## config.mk

```make
export PLATFORM = sky130hd
export DESIGN_NAME = ccfa_core
export DESIGN_NICKNAME = d
export VERILOG_FILES = /design/src/common/ccfa_pkg.sv /design/src/verilog/ccfa_alu.sv /design/src/verilog/ccfa_core.sv
export SDC_FILE = /design/constraint.sdc
export NUM_CORES = 1
export LEC_CHECK = 0
export BUFFER_PORTS_ARGS = -buffer_cell sky130_fd_sc_hd__buf_2
export CAP_MARGIN = 20
export CORE_ASPECT_RATIO = 0.5
export CORE_MARGIN = 1
export CORE_UTILIZATION = 30
export CTS_CLUSTER_DIAMETER = 50
export DETAILED_ROUTE_END_ITERATION = 10
export HOLD_SLACK_MARGIN = 0.05
export MAX_ROUTING_LAYER = met4
export PLACE_DENSITY = 0.48
export SLEW_MARGIN = 20
export SYNTH_ARGS = -nofsm -noshare
export SYNTH_HDL_FRONTEND = slang
export SYNTH_HIERARCHICAL = 1
export SYNTH_SLANG_ARGS = --single-unit
export TNS_END_PERCENT = 50
```

## constraint.sdc

```tcl
create_clock -name mclk -period 6 [get_ports mclk]
set_clock_uncertainty 0.15 [all_clocks]
set_input_delay 0 -clock mclk [delete_from_list [all_inputs] [get_ports mclk]]
set_output_delay 0 -clock mclk [all_outputs]
set_load 0.05 [all_outputs]
```

## src/common/ccfa_pkg.sv

```systemverilog
// Package: constants for the condition flag and addressing block
package ccfa_pkg;
  localparam int DATA_W = 8;
  localparam int PTR_BYTES = 2;
  localparam int PTR_W = 8 * PTR_BYTES;
  localparam int PC_W = 17;
  // Operation codes from the decoder
  localparam logic [2:0] OP_ADD = 3'h0;
  localparam logic [2:0] OP_SUB = 3'h1;
  localparam logic [2:0] OP_AND = 3'h2;
  localparam logic [2:0] OP_OR = 3'h3;
  localparam logic [2:0] OP_XOR = 3'h4;
  localparam logic [2:0] OP_PASS = 3'h5;
  // Instruction classes
  localparam logic [1:0] INS_OTHER = 2'h0;
  localparam logic [1:0] INS_BYTE_MOVE = 2'h1;
  localparam logic [1:0] INS_WORD_MOVE = 2'h2;
  // Flag vector bit positions
  localparam int FLAG_Z = 0;
  localparam int FLAG_C = 1;
  localparam int FLAG_N = 2;
  localparam int FLAG_V = 3;
  localparam logic [3:0] FLAGS_RST = 4'h0;
  localparam logic [PTR_W-1:0] ADDR_RST = 16'h0000;
  localparam logic [PC_W-1:0] PC_RST = 17'h0_0000;
endpackage : ccfa_pkg

```

## src/verilog/ccfa_alu.sv

```systemverilog
// Combinational ALU producing result and condition flags
`timescale 1ns/1ns
module ccfa_alu #(
  parameter int W = 8
) (
  input  wire logic [2:0]   op,
  input  wire logic [W-1:0] opa,
  input  wire logic [W-1:0] opb,
  input  wire logic         cin,
  output logic [W-1:0]      res,
  output logic [3:0]        flags
);
  import ccfa_pkg::*;
  // Sign and carry need at least two result bits
  if (W < 2) begin : g_width_check
    $error("ccfa_alu: W must be at least 2");
  end
  logic [W:0] sum;
  logic       arith;
  always_comb begin
    sum = '0;
    arith = 1'b0;
    case (op)
      OP_ADD: begin
        sum = {1'b0, opa} + {1'b0, opb} + {{W{1'b0}}, cin};
        arith = 1'b1;
      end
      OP_SUB: begin
        sum = {1'b0, opa} - {1'b0, opb} - {{W{1'b0}}, cin};
        arith = 1'b1;
      end
      OP_AND: sum = {1'b0, opa & opb};
      OP_OR: sum = {1'b0, opa | opb};
      OP_XOR: sum = {1'b0, opa ^ opb};
      default: sum = {1'b0, opb};
    endcase
    res = sum[W-1:0];
    flags[FLAG_Z] = (sum[W-1:0] == '0);
    flags[FLAG_C] = arith & sum[W];
    flags[FLAG_N] = sum[W-1];
    // Signed overflow: operands agree in sign on add, differ on subtract, and result sign differs from opa
    if (op == OP_ADD)
      flags[FLAG_V] = (opa[W-1] == opb[W-1]) && (sum[W-1] != opa[W-1]);
    else if (op == OP_SUB)
      flags[FLAG_V] = (opa[W-1] != opb[W-1]) && (sum[W-1] != opa[W-1]);
    else
      flags[FLAG_V] = 1'b0;
  end
endmodule : ccfa_alu

```

## src/verilog/ccfa_core.sv

```systemverilog
// Condition flags, reused address, pointer and program counter state
`timescale 1ns/1ns
module ccfa_core #(
  parameter int W = 8
) (
  input  wire logic                      mclk,
  input  wire logic                      sys_rst,
  input  wire logic                      exec_valid,
  input  wire logic [2:0]                exec_op,
  input  wire logic [W-1:0]              exec_opa,
  input  wire logic [W-1:0]              exec_opb,
  input  wire logic                      exec_cin,
  input  wire logic                      mem_valid,
  input  wire logic [1:0]                mem_ins,
  input  wire logic                      mem_reuse,
  input  wire logic [ccfa_pkg::PTR_W-1:0] mem_addr,
  input  wire logic                      stack_pointer_we,
  input  wire logic [ccfa_pkg::PTR_W-1:0] stack_pointer_wdata,
  input  wire logic                      pc_load,
  input  wire logic [ccfa_pkg::PC_W-1:0] pc_wdata,
  input  wire logic                      pc_step,
  input  wire logic                      pc_half,
  output logic [W-1:0]                   result_r,
  output logic                           result_zero_flag,
  output logic                           carry_borrow_flag,
  output logic                           sign_flag,
  output logic                           signed_overflow_flag,
  output logic [ccfa_pkg::PTR_W-1:0]     oper_addr_r,
  output logic                           oper_addr_valid_r,
  output logic                           reuse_reject_r,
  output logic [ccfa_pkg::PTR_W-1:0]     stack_pointer,
  output logic [ccfa_pkg::PC_W-1:0]      pc_r,
  output logic                           pc_half_byte_r
);
  import ccfa_pkg::*;

  // Flag positions and operand slicing assume the byte-wide datapath
  if (W != DATA_W) begin : g_width_check
    $error("ccfa_core: W must equal DATA_W");
  end

  // ====================================================================
  // State
  typedef struct packed {
    logic [W-1:0]     result;
    logic [3:0]       flags;
    logic [PTR_W-1:0] last_addr;
    logic [PTR_W-1:0] oper_addr;
    logic             oper_valid;
    logic             reject;
    logic [PC_W-1:0]  pc;
    logic [PTR_W-1:0] stack_ptr;
  } ccfa_state_type;

  ccfa_state_type st_r;
  ccfa_state_type st_nxt;

  logic [W-1:0] alu_res;
  logic [3:0]   alu_flags;

  ccfa_alu #(.W(W)) u_alu (
    .op    (exec_op),
    .opa   (exec_opa),
    .opb   (exec_opb),
    .cin   (exec_cin),
    .res   (alu_res),
    .flags (alu_flags)
  );

  logic move_ins;
  assign move_ins = (mem_ins == INS_BYTE_MOVE) || (mem_ins == INS_WORD_MOVE);

  // ====================================================================
  // Next state
  always_comb begin
    st_nxt = st_r;
    st_nxt.oper_valid = 1'b0;
    st_nxt.reject = 1'b0;
    if (exec_valid) begin
      st_nxt.result = alu_res;
      st_nxt.flags = alu_flags;
    end
    if (mem_valid) begin
      if (mem_reuse && !move_ins) begin
        st_nxt.reject = 1'b1;
      end else if (mem_reuse) begin
        st_nxt.oper_addr = st_r.last_addr;
        st_nxt.oper_valid = 1'b1;
      end else begin
        st_nxt.oper_addr = mem_addr;
        st_nxt.last_addr = mem_addr;
        st_nxt.oper_valid = 1'b1;
      end
    end
    // PC counts in half bytes; the LSB selects the nibble
    if (pc_load)
      st_nxt.pc = pc_wdata;
    else if (pc_step)
      st_nxt.pc = st_r.pc + (pc_half ? PC_W'(1) : PC_W'(2));
    if (stack_pointer_we) begin
      st_nxt.stack_ptr = stack_pointer_wdata;
    end
    // Reset skips the stack pointer: it powers up unknown until loaded
    if (sys_rst) begin
      st_nxt.result = '0;
      st_nxt.flags = FLAGS_RST;
      st_nxt.last_addr = ADDR_RST;
      st_nxt.oper_addr = ADDR_RST;
      st_nxt.oper_valid = 1'b0;
      st_nxt.reject = 1'b0;
      st_nxt.pc = PC_RST;
    end
  end

  always_ff @(posedge mclk) begin
    st_r <= st_nxt;
  end

  assign result_r = st_r.result;
  assign result_zero_flag = st_r.flags[FLAG_Z];
  assign carry_borrow_flag = st_r.flags[FLAG_C];
  assign sign_flag = st_r.flags[FLAG_N];
  assign signed_overflow_flag = st_r.flags[FLAG_V];
  assign oper_addr_r = st_r.oper_addr;
  assign oper_addr_valid_r = st_r.oper_valid;
  assign reuse_reject_r = st_r.reject;
  assign stack_pointer = st_r.stack_ptr;
  assign pc_r = st_r.pc;
  assign pc_half_byte_r = st_r.pc[0];

  // Sign-extended sums give an overflow reference independent of the ALU
  logic [W:0] add_ext;
  logic [W:0] sub_ext;
  assign add_ext = {exec_opa[W-1], exec_opa} + {exec_opb[W-1], exec_opb}
                   + {{W{1'b0}}, exec_cin};
  assign sub_ext = {exec_opa[W-1], exec_opa} - {exec_opb[W-1], exec_opb}
                   - {{W{1'b0}}, exec_cin};
endmodule : ccfa_core
```

=== Word-level counts from Yosys, hierarchy flattened ===
Cells that the tools add are included.

* Register bits: 79
* Input bits: 80
* Output and inout bits: 64
* Logic and storage cells: 51

* Add/sub/neg operators: 5
* Equal/unequal tests: 9
* Muxes and demuxes: 9
* Bitwise gates (word level): 7
* Reduce and logical (&&, ||, !) cells: 13

{| class="wikitable"
|+ Operators with widths
! operator !! number
|-
| $mux W17 || 3
|-
| $pmux W9 S5 || 1
|-
| $add A17 B2 Y17 || 1
|-
| $add A8 B8 Y9 || 1
|-
| $add A9 B1 Y9 || 1
|-
| $sub A8 B8 Y9 || 1
|-
| $sub A9 B1 Y9 || 1
|-
| $and A8 B8 Y8 || 1
|-
| $logic_not A8 Y1 || 1
|-
| $or A8 B8 Y8 || 1
|-
| $xor A8 B8 Y8 || 1
|-
| $eq A3 B2 Y1 const B || 2
|-
| $mux W1 || 4
|-
| $reduce_or A2 Y1 || 2
|-
| $eq A3 B1 Y1 const B || 1
|-
| $eq A3 B3 Y1 const B || 1
|-
| $logic_and A1 B1 Y1 || 3
|-
| $logic_not A3 Y1 || 1
|-
| $not A1 Y1 || 3
|-
| $reduce_and A3 Y1 || 1
|-
| $reduce_or A3 Y1 || 1
|-
| $eq A2 B1 Y1 const B || 1
|-
| $eq A2 B2 Y1 const B || 1
|-
| $mux W2 || 1
|-
| 7 further kinds || 8
|}

=== Depth between registers and ports, before layout ===
Gate-level depths: netlist of the first run.

* Depth after elaboration: 7
* Depth in mapped cells: 13
* Mapped depth without buffers: 12

=== Cells and area by module ===
The synthesis of the first run kept the hierarchy.

{| class="wikitable"
|+ Modules (own cells, without submodules)
! module !! times used !! cells an instance !! area each (um2) !! seq. area each (um2)
|-
| ccfa_core || 1 || 377 || 3607.2 || 1741.7
|-
| ccfa_alu || 1 || 197 || 1539.0 || 0.0
|}

=== Worst setup path before layout of the first run ===
No wires, ideal clock.

* Kind: input-to-reg
* From: input exec_opb[0]
* To: register st_r, in the netlist carry_borrow_flag
* Setup time: 65 ps
* Arrival: 2199 ps
* Data required time: 5785 ps
* Slack: 3586 ps
* Stages: 11
* Buffers on the path: 0
* Cell sequence: inv_1 -> fa_1 -> fa_1 -> o211ai_1 -> nand2_1 -> a21oi_1 -> o21ai_1 -> o31a_1 -> a2111oi_1 -> mux2i_1 -> nor2_1

* Cells in the longest elaborated chain, start to end: 4
* Elaborated cells between the ends (all ways): 6
* Those cells by class: 4 x add/sub; 1 x mux; 1 x bitwise

{| class="wikitable"
|+ RTL lines
! element !! RTL line !! text
|-
| start, declared || ccfa_core.sv:11 || <nowiki>input wire logic [W-1:0] exec_opb,</nowiki>
|-
| $sub A8 B8 Y9 or $add A8 B8 Y9 (tied branches) || ccfa_alu.sv:29, ccfa_alu.sv:25 ||
|-
| $sub A9 B1 Y9 or $add A9 B1 Y9 (tied branches) || ccfa_alu.sv:29, ccfa_alu.sv:25 ||
|-
| $pmux W9 S5 * || ccfa_alu.sv:23 || <nowiki>case (op)</nowiki>
|-
| $and A1 B1 Y1 * || ccfa_alu.sv:39 || <nowiki>flags[FLAG_C] = arith & sum[W];</nowiki>
|-
| named net alu_flags[1] || ccfa_core.sv:59 || <nowiki>logic [3:0] alu_flags;</nowiki>
|-
| end signal, assigned || ccfa_core.sv:116 || <nowiki>st_r <= st_nxt;</nowiki>
|-
| end, declared || ccfa_core.sv:55 || <nowiki>ccfa_state_type st_r;</nowiki>
|}

The timed path passes the listed nets; every way through them passes the cells marked *.
A chain may end at the register's enable or synchronous reset.

=== Final worst setup path of the first run ===
* From: register st_r, in the netlist pc_r[0]
* To: register st_r, in the netlist pc_r[12]

* Cells in the longest elaborated chain, start to end: 3

{| class="wikitable"
|+ RTL lines
! element !! RTL line !! text
|-
| $add A17 B2 Y17 || ccfa_core.sv:99 || <nowiki>st_nxt.pc = st_r.pc + (pc_half ? PC_W'(1) : PC_W'(2));</nowiki>
|-
| $mux W17 || ccfa_core.sv:98 || <nowiki>else if (pc_step)</nowiki>
|-
| $mux W17 || ccfa_core.sv:96 || <nowiki>if (pc_load)</nowiki>
|}

No other way between the ends. The select of a mux whose other input is x is not followed.

==> results.txt, run 1 <==
----------------------------------------------------
[Status]
  Outcome ... completed

[Timing]
  Min cycle time layout ... 2.88 ns
  Worst-margin pin slew ... 0.704 ns
  Final setup violation count ... 0
  Highest clock rate ... 0.347 GHz
  Worst rel slew slack ... 53.1%
  Final worst path period share ... a little under 50%
  Number of max-slew violations in the final report ... 0
  Unrepaired setup endpoints after global routing ... no
  Final setup slack of the worst path ... 3.12 ns
  Setup_tns ... 0 ns
  Final hold violation count ... 0

[Synth]
  Simple logic cell fraction of the synthesized area ... between 10% and 20%
  Post-synth cell types ... 72
  Largest family of logic cells by synthesized area ... simple AND/OR/NAND/NOR gates
  Compound-Gate Fraction of Synth Area ... 14.2%
  Synth Instances ... between 500 and 600
  Cell area after synthesis ... 5150 um2
  Post-synthesis sequential element count ... 79
  Mux cell area share after synthesis ... 8.46%
  Most used flip-flop cell after synthesis ... dfxtp_1
  Proportion of synthesized flip-flops having asynchronous set or reset ... 0%
  Yosys warning total ... 6
  Xor and xnor fraction of the mapped netlist area ... roughly 2.9%
  Arithmetic-cell share of the synthesized area counting full adders, half adders and majority gates ... 9.73%
  Syn_nets ... 691
  Number of synthesized flops with an enable pin ... 16
  Post-synthesis sequential area ratio ... ~34%
  Synth Area per Inst ... 8.97 um2

[Worst setup path]
  Reg-to-reg slack, setup ... 3.12 ns
  Crit path launch type ... flop
  Class of the most critical setup path ... flop to flop
  Type of destination of the critical path ... flop
  Max Fanout on Critical Path ... 8
  Reg-to-reg critical path startpoint ... pc_r[0]$_SDFFE_PP0P_
  Origin of the worst setup path ... pc_r[0]$_SDFFE_PP0P_
  Required time at the endpoint of the critical path ... around 6 ns
  Cell with the largest stage delay on the worst path ... dlygate4sd3_1
  Delay of the slowest cell on the worst path ... 0.61 ns
  CP cell instances ... ha_1 > fa_1 > nand4_1 > nor4_1 > nor3_1 > a2111oi_0 > dlygate4sd3_1
  Worst Path Arrival ... between 3 and 4 ns

[Routing]
  Antenna-violating nets left ... 0
  First-pass iteration count of the detailed router ... 4
  Routed wire length ... 12600 um
  Remaining design rule violation count ... 0
  Number of vias after detailed routing ... approximately 4300
  Starting DRT DRC Count ... ~170
  Avg Vias per Cell ... about 4.6
  Average routed wire per standard cell ... 13.5 um

[Placed design]
  Worst slack after detailed placement ... around 3.2 ns
  Placer Congestion ... a little over 0.8
  IO Port Bufs ... 143
  Post-detailed-placement half-perimeter wirelength ... 9010 um

[Global routing]
  Wire length of the first global-routing pass ... 20300 um
  Total congestion overflow ... 0
  Total global-route track usage ... 14.8%
  Via count of the first global-routing pass ... 4094
  Antenna violations before repair ... 0
  Maximum number of pins on one net before global-route repair ... 63

[CTS]
  H-tree depth ... 3
  Number of buffers inserted by post-CTS setup repair ... 0
  Maximum count of clock buffers along a single path ... 2
  Sink Count ... slightly below 80
  TritonCTS clock tree ... done
  Clock Latency Late Sink ... 0.34 ns
  Clock Tree Root ... clkbuf_16
  CTS buffer count ... 9
  Clock transition at path regs ... 0.06 ns

[Final layout]
  Share of layout cells above drive strength 1 ... 24.9%
  Fillers ... 1712
  Synth-to-Final Area Change ... 26.6%
  Antenna cells ... 0
  Final net count ... between 800 and 900
  Most used cells in the layout excluding fill and tap cells ... buf_2 (143), dfxtp_1 (63), dlygate4sd3_1 (62)
  Most common library cell in the layout ignoring fill and taps ... buf_2

[Worst hold path]
  Hold WC Path Type ... input port to flop
  Startpoint of the lowest-slack hold path ... pc_step

[Pwr]
  Leakage power ... 2.89 nW
  Pwr/cell area ... about 250 nW/um2
  VDD IR max ... 114 uV

[Floorplanning]
  Cell row count ... 33
  Num ports ... 144
  Chip Width ... 187 um
  Chip Height ... 94.6 um
  Core Area ... 16600 um2
  Effective utilization at floorplan ... 31.1%
  Area enclosed by the die boundary ... around 18000 um2

[Run]
  MaxCap Viol Count ... 0

----------------------------------------------------
## through the flow
stage | utilization (%) | area, um2 | std cells | hold WS (ns) | power, W
after CTS | 39.3 | 6510 | 937 | 0.0732 | 0.00169
after global routing | 39.3 | 6510 | 937 | 0.128 | 0.00175
final | 39.3 | 6510 | 937 | 0.0774 | 0.00166
after floorplan | - | 5150 | 574 | -0.0511 | 0.000958
after detailed placement | 33.6 | 5560 | 859 | 0.0287 | 0.00102
after global placement | 33.6 | 5560 | 859 | 0.0277 | 0.00102
## routing by layer
metal	share of wire (%)	track usage, %
met5	0	-
met4	1.0	4.10
met3	3.8	2.86
met2	48	25.1
met1	47	18.1
## worst max-delay path, delay by kind of cell (launching register included)
family / cells / cell delay [ns]
and+or+nand+nor: 3 / 0.92
buffers and inverters: 1 / 0.61
adders and majority gates: 2 / 0.40
AOI/OAI and AO/OA: 1 / 0.39
DFF: 1 / 0.36
## cell type report
| type | count | area, um2 | area share, % |
|---|---|---|---|
| Multi-Input combinational cell | 375 | 2670 | 41.0 |
| Clock buffer | 9 | 225 | 3.46 |
| Timing Repair Buffer | 208 | 1360 | 20.9 |
| Clock inverter | 7 | 111 | 1.71 |
| Tap cell | 227 | 284 | 4.36 |
| Inverter | 32 | 120 | 1.84 |
| Sequential cell | 79 | 1740 | 26.7 |
## final timing paths
path,endpoint,cells after the start
setup / recovery,pc_r[12]$_SDFFE_PP0P_,7
hold / removal,pc_r[9]$_SDFFE_PP0P_,5
setup reg to reg,pc_r[12]$_SDFFE_PP0P_,7
hold reg to reg,st_r[65]$_SDFFE_PP0P_,2
## kinds of logic (layout without fill, tap and decap cells)
kind of cell	count (synthesis)	in the layout
AND/OR/NAND/NOR	174	174
buffers and inverters	120	256
AO/OA/AOI/OAI	106	106
flip-flops	79	79
multiplexers	41	41
adder cells (fa/ha/maj)	37	37
XOR/XNOR	17	17
## report_power, final
part / switching, W / internal, W
Combinational: 0.000278 / 0.000163
Sequential: 0.0000218 / 0.000580
Clock: 0.000214 / 0.000403
## sequential cells by signal, summed over array words and instances (netlist names), 8 cells and up
name	flops
pc_r	17
oper_addr_r	16
st_r	16
stack_pointer	16
result_r	8
## Yosys cell counts (3+ instances only)
cell type	number	area share (%)
inv_1	31	2.3
nor2_1	59	4.3
buf_4	59	8.6
nand4_1	6	0.73
a211oi_1	23	3.4
and2_1	3	0.36
dfxtp_1	63	25
a2111oi_0	3	0.51
xor2_1	4	0.68
edfxtp_1	16	9.3
o21ai_0	12	1.2
nor3_1	11	1.1
a21oi_1	30	2.9
buf_2	3	0.29
o31ai_1	5	0.73
nand2b_1	3	0.36
o211ai_1	4	0.58
a311oi_1	5	0.85
xnor2_1	13	2.2
clkbuf_8	3	0.80
nor2b_1	5	0.61
fa_1	5	1.9
nand2_1	55	4.0
clkbuf_1	18	1.3
ha_1	32	7.8
nor4_1	4	0.49
mux2i_1	39	7.6
## timing repair
action | in CTS | in global routing
endpoints found under the hold margin | 94 | 0
endpoints found under the setup margin | 0 | 0
resized for setup | 0 | 0
hold buffers | 62 | 0
No activity file was read; power rests on OpenSTA's default activity.
==> run 2: changes to the inputs <==
Clock period 6 ns to 3 ns, I/O delays scaled along.
==> results.txt, run 2 (synthesis results as in run 1) <==
----------------------------------------------------
[Floorplanning]
  Num ports ... 144
  Chip Width ... 187 um
  Core Area ... 16600 um2
  Chip Height ... approximately 95 um
  Effective utilization at floorplan ... between 30% and 40%
  Area enclosed by the die boundary ... 17700 um2
  Cell row count ... 33

[Timing]
  Unrepaired setup endpoints after global routing ... yes
  Final hold violation count ... 0
  Highest clock rate ... 0.355 GHz
  Number of max-slew violations in the final report ... 0
  Worst-margin pin slew ... 0.913 ns
  Final worst path period share ... 94.0%
  Worst rel slew slack ... 39.1%
  Min cycle time layout ... 2.82 ns
  Final setup violation count ... 0
  Hold slack ... 0.0908 ns

[Worst setup path]
  Class of the most critical setup path ... flop to flop
  Max Fanout on Critical Path ... 8
  Worst Path Arrival ... 2.95 ns
  Required time at the endpoint of the critical path ... about 3.1 ns
  Crit path launch type ... flop
  Type of destination of the critical path ... flop
  Depth of the worst register-to-register path ... 7

[CTS]
  H-tree depth ... 3
  Number of buffers inserted by post-CTS setup repair ... 0
  Sink Count ... 79
  TritonCTS clock tree ... done
  Clock Tree Root ... clkbuf_16
  CTS buffer count ... 9
  Clock transition at path regs ... 0.06 ns
  Maximum count of clock buffers along a single path ... 2
  Clock Latency Late Sink ... 0.33 ns

[Final layout]
  Share of layout cells above drive strength 1 ... 25.4%
  Antenna cells ... 0
  Most common library cell in the layout ignoring fill and taps ... buf_2
  Post-Route Utilization ... 39.8%
  Max reg flops ... 17
  Synth-to-Final Area Change ... 27.9%
  Count of placed standard cells in the final layout, fillers left out ... 944
  Final net count ... about 830
  Post-route design area ... 6580 um2
  Most used cells in the layout excluding fill and tap cells ... buf_2 (143), dlygate4sd3_1 (67), dfxtp_1 (63)

[Global routing]
  Wire length of the first global-routing pass ... ~20000 um
  Total congestion overflow ... 0
  Total global-route track usage ... between 10% and 20%
  Antenna violations before repair ... 0
  Via count of the first global-routing pass ... 3987
  Maximum number of pins on one net before global-route repair ... 47

[Routing]
  Routed wire length ... 12800 um
  Antenna-violating nets left ... 0
  Remaining design rule violation count ... 0
  Starting DRT DRC Count ... 139
  Avg Vias per Cell ... 4.54
  Average routed wire per standard cell ... ~14 um
  First-pass iteration count of the detailed router ... 4
  Number of vias after detailed routing ... 4288

[Placed design]
  Placer Congestion ... 0.823
  Post-placement cell count ... about 860
  Post-detailed-placement half-perimeter wirelength ... 9000 um
  IO Port Bufs ... 143
  Instance area at placement ... around 5600 um2

[Pwr]
  VDD IR max ... 237 uV
  Leakage power ... 2.92 nW
  Pwr/cell area ... 503 nW/um2

[Status]
  Outcome ... completed

[Worst hold path]
  Hold WC Path Type ... input port to flop
  Worst hold path depth ... 5

[Run]
  MaxCap Viol Count ... 0

----------------------------------------------------
==> run 2: changes by cell type in the layout (fill, tap and decap cells not counted) <==
cell	before	now
dlygate4sd3_1	62	67
buf_4	3	5
clkinv_1	3	1
bufinv_16	3	2
clkbuf_16	9	10
clkbuf_4	0	1
clkinv_2	1	2
nor4_1	4	3
nor4_2	1	2
==> run 2: through the flow <==
step / power [W] / setup slack, ns / TNS [ns]
2_1_floorplan: 0.00192 / 0.586 / 0
3_3_place_gp: 0.00204 / 0.243 / 0
3_5_place_dp: 0.00205 / 0.161 / 0
4_1_cts: 0.00336 / 0.211 / 0
5_1_grt: 0.00349 / -0.00245 / -0.00245
6_report: 0.00331 / 0.180 / 0
==> run 2: where the power goes <==
part           internal, W  total, W  switching, W  leakage [nW]
Clock             0.000787   0.00122      0.000432         0.168
Sequential         0.00116   0.00120     0.0000440         0.676
Combinational     0.000331  0.000889      0.000558          2.07
==> run 2: worst paths after layout <==
path	start	end	slack, ns
worst max-delay path	pc_r[0]$_SDFFE_PP0P_	pc_r[14]$_SDFFE_PP0P_	0.18
worst max register to register	pc_r[0]$_SDFFE_PP0P_	pc_r[14]$_SDFFE_PP0P_	0.18
worst min-delay path	pc_step	pc_r[5]$_SDFFE_PP0P_	0.09
worst min register to register	st_r[63]$_SDFFE_PP0P_	st_r[63]$_SDFFE_PP0P_	0.30
==> run 2: timing repair <==
action | CTS | global route
resized for setup | 0 | 1
setup endpoints to repair | 0 | 1
endpoints found under the hold margin | 94 | 0
hold buffers | 67 | 0
==> run 2: worst max-delay path, stage by stage, from the launching register on <==
cell and delay, ns:
dfxtp_1 0.36, ha_1 0.20, fa_1 0.20, nand4_1 0.36
nor4_1 0.48, nor3_1 0.08, a2111oi_0 0.34, dlygate4sd3_1 0.59
==> run 2: area by class of cell <==
cell class,instances,area [um2]
flip-flops and latches,79,1740
fillers,1686,9970
well taps,227,284
inverters,32,120
clock inverters,5,78.8
clock buffers,11,258
repair buffers,215,1420
multi-input cells,375,2680
==> run 2: per-layer routing <==
layer	track usage (%)	vias to the layer above	wire [um]
met5	-	-	0
met4	4.30	0	160
li1	-	2222	-
met1	18.9	1968	6130
met2	24.1	85	6050
met3	2.64	13	432
